`config.mk`:
```
export PLATFORM = sky130hd
export DESIGN_NAME = rfa_bank
export DESIGN_NICKNAME = d
export VERILOG_FILES = /design/src/design/rfa_bank.v /design/src/design/rfa_field.v
export VERILOG_INCLUDE_DIRS = /design/src /design/src/design
export SDC_FILE = /design/constraint.sdc
export NUM_CORES = 1
export LEC_CHECK = 0
export BUFFER_PORTS_ARGS = -buffer_cell sky130_fd_sc_hd__buf_2
export CORE_ASPECT_RATIO = 0.75
export CORE_UTILIZATION = 49
export CTS_BUF_LIST = sky130_fd_sc_hd__clkbuf_8
export DETAILED_ROUTE_END_ITERATION = 7
export HOLD_SLACK_MARGIN = 0.15
export MAX_ROUTING_LAYER = met4
export PLACE_DENSITY_LB_ADDON = 0.15
export SYNTH_ARGS = -nofsm -noshare
export SYNTH_HDL_FRONTEND = slang
export SYNTH_HIERARCHICAL = 1
export SYNTH_SLANG_ARGS = --single-unit
```
`constraint.sdc`:
```
create_clock -name clk_in -period 4.3 [get_ports clk_in]
set_input_delay 0.645 -clock clk_in [delete_from_list [all_inputs] [get_ports clk_in]]
set_output_delay 0.645 -clock clk_in [all_outputs]
set_load 0.05 [all_outputs]
```
`src/design/rfa_defines.vh`:
```
`ifndef RFA_DEFINES_VH
`define RFA_DEFINES_VH

// ****************************************
// Register offsets from module base
// ****************************************
`define RFA_OFF_CTRL 12'h000
`define RFA_OFF_STAT 12'h004
`define RFA_OFF_SEEN 12'h008
`define RFA_OFF_ACCUM 12'h00C
`define RFA_OFF_ARM 12'h010
`define RFA_OFF_CLEAR 12'h014
`define RFA_OFF_W 12

// ****************************************
// Field access kinds
// ****************************************
`define RFA_T_RW 3'h0
`define RFA_T_RO 3'h1
`define RFA_T_RC 3'h2
`define RFA_T_RWC 3'h3
`define RFA_T_W1C 3'h4
`define RFA_T_W1S 3'h5

// ****************************************
// Field layout and reset values
// ****************************************
`define RFA_FLD_LO 0
`define RFA_FLD_HI 7
`define RFA_ID_LO 8
`define RFA_ID_HI 15
`define RFA_RST_ZERO 1'h0
`define RFA_DATA_ZERO 32'h0000_0000

`endif

```
`src/design/rfa_bank.v`:
```
`timescale 1ns/1ps
`default_nettype none
`include "rfa_defines.vh"

module rfa_bank #(
  parameter [31:0] BASE_ADDR = 32'h4000_0000,
  parameter [7:0] CTRL_RST = 8'h00,
  parameter [7:0] ID_VAL = 8'h5A
) (
  input wire clk_in,
  input wire nrst_in,
  input wire [31:0] addr_in,
  input wire wr_in,
  input wire rd_in,
  input wire [31:0] wdata_in,
  input wire [7:0] event_in,
  input wire [7:0] fault_in,
  input wire [7:0] ack_in,
  output reg [31:0] rdata_out,
  output reg rvalid_out,
  output wire [7:0] ctrl_out,
  output wire [7:0] arm_out
);

  localparam W = `RFA_FLD_HI - `RFA_FLD_LO + 1;

  // ****************************************
  // Address decode
  // ****************************************
  wire [31:0] rel_addr;
  assign rel_addr = addr_in - BASE_ADDR;

  function hit;
    input [31:0] rel;
    input [`RFA_OFF_W-1:0] off;
    begin
      hit = (rel == {20'h0_0000, off});
    end
  endfunction

  wire sel_ctrl;
  wire sel_stat;
  wire sel_seen;
  wire sel_accum;
  wire sel_arm;
  wire sel_clear;
  assign sel_ctrl = hit(rel_addr, `RFA_OFF_CTRL);
  assign sel_stat = hit(rel_addr, `RFA_OFF_STAT);
  assign sel_seen = hit(rel_addr, `RFA_OFF_SEEN);
  assign sel_accum = hit(rel_addr, `RFA_OFF_ACCUM);
  assign sel_arm = hit(rel_addr, `RFA_OFF_ARM);
  assign sel_clear = hit(rel_addr, `RFA_OFF_CLEAR);

  wire [W-1:0] ctrl_q;
  wire [W-1:0] id_q;
  wire [W-1:0] stat_q;
  wire [W-1:0] seen_q;
  wire [W-1:0] accum_q;
  wire [W-1:0] arm_q;

  // ****************************************
  // Field cells
  // ****************************************
  genvar i;
  generate
    for (i = 0; i < W; i = i + 1) begin : g_bit
      rfa_field #(.KIND(`RFA_T_RW), .RST_VAL(CTRL_RST[i])) u_ctrl (
        .clk_in(clk_in),
        .nrst_in(nrst_in),
        .wr_in(wr_in && sel_ctrl),
        .rd_in(1'b0),
        .wbit_in(wdata_in[`RFA_FLD_LO + i]),
        .hw_set_in(1'b0),
        .hw_clr_in(1'b0),
        .q_out(ctrl_q[i])
      );

      // Read-only identity field ignores writes
      rfa_field #(.KIND(`RFA_T_RO), .RST_VAL(ID_VAL[i])) u_id (
        .clk_in(clk_in),
        .nrst_in(nrst_in),
        .wr_in(wr_in && sel_ctrl),
        .rd_in(1'b0),
        .wbit_in(wdata_in[`RFA_ID_LO + i]),
        .hw_set_in(1'b0),
        .hw_clr_in(1'b0),
        .q_out(id_q[i])
      );
    end

    // ****************************************
    // Event-driven status cells
    // ****************************************
    for (i = 0; i < W; i = i + 1) begin : g_evt
      // Status cleared by write-back or by the write-only clear register
      rfa_field #(.KIND(`RFA_T_W1C), .RST_VAL(`RFA_RST_ZERO)) u_stat (
        .clk_in(clk_in),
        .nrst_in(nrst_in),
        .wr_in(wr_in && (sel_stat || sel_clear)),
        .rd_in(1'b0),
        .wbit_in(wdata_in[`RFA_FLD_LO + i]),
        .hw_set_in(event_in[i]),
        .hw_clr_in(1'b0),
        .q_out(stat_q[i])
      );

      rfa_field #(.KIND(`RFA_T_RC), .RST_VAL(`RFA_RST_ZERO)) u_seen (
        .clk_in(clk_in),
        .nrst_in(nrst_in),
        .wr_in(1'b0),
        .rd_in(rd_in && sel_seen),
        .wbit_in(1'b0),
        .hw_set_in(event_in[i]),
        .hw_clr_in(1'b0),
        .q_out(seen_q[i])
      );

      rfa_field #(.KIND(`RFA_T_RWC), .RST_VAL(`RFA_RST_ZERO)) u_accum (
        .clk_in(clk_in),
        .nrst_in(nrst_in),
        .wr_in(wr_in && sel_accum),
        .rd_in(1'b0),
        .wbit_in(wdata_in[`RFA_FLD_LO + i]),
        .hw_set_in(fault_in[i]),
        .hw_clr_in(1'b0),
        .q_out(accum_q[i])
      );

      rfa_field #(.KIND(`RFA_T_W1S), .RST_VAL(`RFA_RST_ZERO)) u_arm (
        .clk_in(clk_in),
        .nrst_in(nrst_in),
        .wr_in(wr_in && sel_arm),
        .rd_in(1'b0),
        .wbit_in(wdata_in[`RFA_FLD_LO + i]),
        .hw_set_in(1'b0),
        .hw_clr_in(ack_in[i]),
        .q_out(arm_q[i])
      );
    end
  endgenerate

  // ****************************************
  // Register read words
  // ****************************************
  function [31:0] place_fld;
    input [W-1:0] fld;
    input integer lo;
    begin
      place_fld = `RFA_DATA_ZERO;
      place_fld[lo +: W] = fld;
    end
  endfunction

  wire [31:0] ctrl_word;
  wire [31:0] stat_word;
  wire [31:0] seen_word;
  wire [31:0] accum_word;
  wire [31:0] arm_word;
  wire [31:0] clear_word;

  assign ctrl_word = place_fld(ctrl_q, `RFA_FLD_LO) | place_fld(id_q, `RFA_ID_LO);
  assign stat_word = place_fld(stat_q, `RFA_FLD_LO);
  assign seen_word = place_fld(seen_q, `RFA_FLD_LO);
  assign accum_word = place_fld(accum_q, `RFA_FLD_LO);
  assign arm_word = place_fld(arm_q, `RFA_FLD_LO);
  assign clear_word = `RFA_DATA_ZERO;

  // ****************************************
  // Output drive
  // ****************************************
  assign ctrl_out = ctrl_q;
  assign arm_out = arm_q;

  // ****************************************
  // Read data mux
  // ****************************************
  reg [31:0] rdata_next;

  always @* begin
    rdata_next = `RFA_DATA_ZERO;
    if (sel_ctrl) begin
      rdata_next = ctrl_word;
    end else if (sel_stat) begin
      rdata_next = stat_word;
    end else if (sel_seen) begin
      rdata_next = seen_word;
    end else if (sel_accum) begin
      rdata_next = accum_word;
    end else if (sel_arm) begin
      rdata_next = arm_word;
    end else if (sel_clear) begin
      rdata_next = clear_word;
    end else begin
      rdata_next = `RFA_DATA_ZERO;
    end
  end

  // ****************************************
  // Read data register
  // ****************************************
  always @(posedge clk_in) begin
    if (!nrst_in) begin
      rdata_out <= `RFA_DATA_ZERO;
      rvalid_out <= 1'b0;
    end else begin
      rvalid_out <= rd_in;
      if (rd_in) begin
        rdata_out <= rdata_next;
      end
    end
  end

endmodule

`default_nettype wire

```
`src/design/rfa_field.v`:
```
`timescale 1ns/1ps
`default_nettype none
`include "rfa_defines.vh"

// ****************************************
// One register bit with a selectable access kind
// ****************************************
module rfa_field #(
  parameter [2:0] KIND = `RFA_T_RW,
  parameter [0:0] RST_VAL = `RFA_RST_ZERO
) (
  input wire clk_in,
  input wire nrst_in,
  input wire wr_in,
  input wire rd_in,
  input wire wbit_in,
  input wire hw_set_in,
  input wire hw_clr_in,
  output reg q_out
);

  reg q_next;

  always @* begin
    q_next = q_out;
    case (KIND)
      `RFA_T_RW: begin
        if (wr_in) begin
          q_next = wbit_in;
        end
      end
      `RFA_T_RO: begin
        q_next = RST_VAL;
      end
      `RFA_T_RC: begin
        if (rd_in) begin
          q_next = 1'b0;
        end
      end
      `RFA_T_RWC: begin
        if (wr_in) begin
          q_next = 1'b0;
        end
      end
      `RFA_T_W1C: begin
        if (wr_in && wbit_in) begin
          q_next = 1'b0;
        end
      end
      `RFA_T_W1S: begin
        if (hw_clr_in) begin
          q_next = 1'b0;
        end
        if (wr_in && wbit_in) begin
          q_next = 1'b1;
        end
      end
      default: begin
        q_next = q_out;
      end
    endcase
    // Hardware event wins over any clear
    if (hw_set_in && (KIND != `RFA_T_RW) && (KIND != `RFA_T_RO)) begin
      q_next = 1'b1;
    end
  end

  always @(posedge clk_in) begin
    if (!nrst_in) begin
      q_out <= RST_VAL;
    end else begin
      q_out <= q_next;
    end
  end

endmodule

`default_nettype wire
```
* Yosys cells after proc, flatten, opt, wreduce, memory -nomap -nowiden
Cells that the tools add are included.
** Word-level totals
- Bits in registers :: 73
- Output and inout bits :: 49
** Operators by class
- Equal/unequal tests :: 5
- Add/subtract/negate cells :: 1
- Multiplexer cells :: 55
- Reduce and logical (&&, ||, !) cells :: 55
** Operators with widths (count)
- $eq 32x4->1 const B :: 2
- $eq 32x5->1 const B :: 2
- $reduce_bool 2->1 :: 32
- $mux 1 :: 50
- $eq 32x3->1 const B :: 1
- $logic_not 32->1 :: 1
- $mux 8 :: 4
- $sub 32x31->32 const B :: 1
- $logic_and 1x1->1 :: 21
- $mux 15 :: 1
- $logic_or 1x1->1 :: 1

* Logic depth before layout (Yosys ltp)
- Depth after elaboration :: 7
- Gate-level depth with buffers :: 6
- Depth with buffers taken out :: 6

* Hierarchy
Netlist, hierarchy kept.
** By module, submodules not included
- rfa_bank :: area each 1375.1 sq um, times used 1, cells each 165
- rfa_field at g_evt[0].u_accum ... :: area each 41.3 sq um, times used 16, cells each 3
- rfa_field at g_evt[0].u_arm ... :: area each 41.3 sq um, times used 8, cells each 4
- rfa_field at g_bit[0].u_ctrl ... :: area each 36.3 sq um, times used 8, cells each 3
- rfa_field at g_evt[0].u_stat ... :: area each 35.0 sq um, times used 8, cells each 4
- rfa_field at g_bit[0].u_id ... :: area each 11.3 sq um, times used 8, cells each 2

* Worst setup path after synthesis
OpenSTA, ideal clock, no wires.
- Path type :: input to register
- Start point :: in addr_in[1]
- End point :: reg g_evt[0].u_seen.q_out
- Slack :: 944 ps
- Arrival time :: 3241 ps
- Cell stages on the path :: 6
- Path buffers :: 0
- Path through :: or3_4 > nor4_4 > nand4b_1 > nor3_1 > nor2b_4 > o21a_1
** Between the ends
- Longest elaborated chain between the ends :: 4
** RTL lines
- start: declaration :: RTL line rfa_bank.v:12 : input wire [31:0] addr_in,
- $sub 32x31->32 :: RTL line rfa_bank.v:31 : assign rel_addr = addr_in - BASE_ADDR;
- $eq 32x4->1 :: RTL line rfa_bank.v:37 : hit = (rel == {20'h0_0000, off});
- $logic_and 1x1->1 :: RTL line rfa_bank.v:111 : .rd_in(rd_in && sel_seen),
- $reduce_bool 2->1 (no line)
- end signal: assignment :: RTL line rfa_field.v:72 : q_out <= q_next;
- end: declaration :: RTL line rfa_field.v:19 : output reg q_out
No other way between the ends.
A chain may end at the register's enable or synchronous reset.

* Worst setup path in the final report
- Start point :: in addr_in[27]
- End point :: reg g_bit[5].u_ctrl.q_out
** Between the ends
- Longest elaborated chain between the ends :: 3
** RTL lines (RTL line)
- $sub 32x31->32 :: rfa_bank.v:31
- $logic_not 32->1 :: rfa_bank.v:37
- $logic_and 1x1->1
- end signal: assignment :: rfa_field.v:72
- end: declaration :: rfa_field.v:19
No other way between the ends.

==> impl_results.md <==
- Slew HR: 0.2603
- GPL Wtd Cong: 0.8396
- Vias in the first global route: 2376
- Mean Syn Cell Area: 9.548 µm²
- Clock-pin slew of the registers on the worst-case setup and hold paths: 0.06 ns
- # IOs: 141
- # fillers: 522
- Hold slack: 0.4473 ns
- # resized after CTS: 0
- Antenna diodes: 0
- Final setup fails: 0
- First-pass GRT wire length: 11540 µm
- Worst Path Arrival: 2.74 ns
- Max VDD drop: 0.2465 mV
- Critical path's slowest cell: nor2_1
- Count leader, synth: dfxtp_1
- Area grow syn2layout: 22.12%
- CTS H-tree depth: 3
- Static Leak: 1.710 nW
- Synth area leaders: dfxtp_1, buf_4, nor2b_4, nor2b_1, o21a_1
- Vias per inst: 5.171
- FP Rows: 24
- Drt drc: 0
- Min-Delay Path Class: flop to flop
- Share of cells above drive strength 1: 0.3484
- Total die area: 0.006499 mm²
- Port Buf Inserts: 100
- Setup tns final: 0 ns
- Placed insts: 481
- Worst slew pin tran: 1.107 ns
- Initial antenna violation count: 0
- Area after DPL: 0.003467 mm²
- Final Slew Violations: 0
- Ys async rst share: 0
- Core ar.: 0.005886 mm²
- Area of the multi-input gates: 0.001668 mm²
- Most frequent cells after synthesis: dfxtp_1, buf_4, nor2b_1, nand2_1
- Post-Syn Instances: 317
- WP data required: 4.54 ns
- Worst Path Buf+Inv: 1
- Leading area contributor after synthesis: dfxtp_1
- RSZ-0062 raised after global routing: no
- CP Capture Type: flop
- Worst-path cell chain: buf_2, nor4b_1, and4_1, nand3_1, nor2_1, mux2i_1, nor2b_1
- Largest net degree at the start of global routing: 29
- Antenna-violating nets left: 0
- Register area: 0.001141 mm²
- Synth Warn #: 6
- Post-synth top flop: dfxtp_1
- PwrDens: 356.9 mW/mm²
- Gr usage total: 0.2385
- Synth Cell Area: 0.003027 mm²
- Achievable Freq: 398.5 MHz
- CP delay by family, top: simple AND/OR/NAND/NOR gates
- CTS root buf: clkbuf_8
- Clock sink count: 57
- Clk Latency, worst-skew pair: 0.34 ns
- CP max FO: 8
- CP Launch Type: primary input
- Die width: 92.75 µm
- Final Cell Area: 0.003696 mm²
- Initial Util: 0.5142
- EDFF count, synth: 0
- Finished Layout Cells: 497
- Status: finished clean
- Post-CTS setup buffers: 0
- CTS buffer count: 9
- Routed length per instance: 14.59 µm
- Max-Cap Viols: 0
- Total gr overflow: 0
- Vias: 2570
- Fin nets: 506
- Final Skew: 0.003695 ns
- Fin crit share: 0.5835
- Crit Path Class: primary input to flop
- Violation count after the first detailed-route iteration: 123
- Chip height: 70.07 µm
- Clock Path Buffers: 2
- Synth top area share: 0.3770
- Crit path time final: 2.509 ns
- Synth cell types: 40
- Register area share after synthesis: 0.3770
- Final WL: 7252 µm
- DRT Pass-1 Iters: 4
- CTS tree: yes
- Slowest stage delay, CP: 0.79 ns
- Synth Register Bits: 57
- CTS Hold Bufs: 0
- Final Hold Fails: 0
- Final HPWL DP: 5567 µm
## registers in the layout (all words and copies together), names as in the netlist
name	cells
g_bit.u_ctrl/q_out	8
g_evt.u_seen/q_out	8
g_evt.u_arm/q_out	8
rdata_out	16
g_evt.u_stat/q_out	8
g_evt.u_accum/q_out	8
rvalid_out	1
## cells in the final DEF (no fill, tap or decap), types with 10 or more instances in the layout
cell type  Yosys  layout
clkbuf_8       0      11
conb_1         9      32
nand2_1       17      17
buf_2          1     100
nor2_1        11      11
and2_1        10      10
nor2b_1       20      20
nor2b_4       16      16
o21a_1        16      16
dfxtp_1       57      57
## metal layers
layer,track usage,wire length [µm]
met5,-,0
met4,0.06496,80
met3,0.07516,398
met2,0.3638,3332
met1,0.3060,3440
## kinds of logic after synthesis
logic type | after synthesis | synth area share
DFF | 57 | 0.3770
buffers and inverters | 49 | 0.1021
AOI/OAI and AO/OA | 88 | 0.2150
other | 9 | 0.01116
muxes | 8 | 0.02646
and+or+nand+nor | 106 | 0.2683
## final timing paths
check / startpoint / to / slack [ns] / cells after the start
worst min register to register: rdata_out[1] / rdata_out[1] / 0.45 / 2
worst min-delay path: rdata_out[1] / rdata_out[1] / 0.45 / 2
worst max-delay path: addr_in[27] / g_bit[5].u_ctrl/q_out / 1.79 / 7
worst max register to register: g_evt[7].u_seen/q_out / rdata_out[7] / 3.21 / 4
## cell type report
type                       count  area share
inverter                       8    0.008125
multi-input combinational    234      0.4513
tap                           78     0.02640
clock inverter                 5     0.02099
timing repair buffer         104      0.1435
clock buffer                  11     0.04096
sequential                    57      0.3087
## per-stage QoR
stage	setup WS [ns]	power (mW)	util
floorplan	0.9441	0.7108	-
global placement	1.557	0.7532	0.5891
detailed placement	1.462	0.7582	0.5891
CTS	1.818	1.330	0.6280
global route	1.625	1.370	0.6280
finish	1.791	1.319	0.6280
## power breakdown
part           internal [mW]  switching (mW)  leakage, nW
clock network          0.355           0.217        0.115
registers              0.550          0.0127        0.470
logic                 0.0735           0.111         1.12
total                  0.979           0.341         1.71
## worst min-delay path, cell delays in order, from the launching register on
cell     delay [ns]
dfxtp_1        0.32
nand2_1        0.05
o31ai_1        0.05
Note: power is estimated with default switching activity, not from simulation.
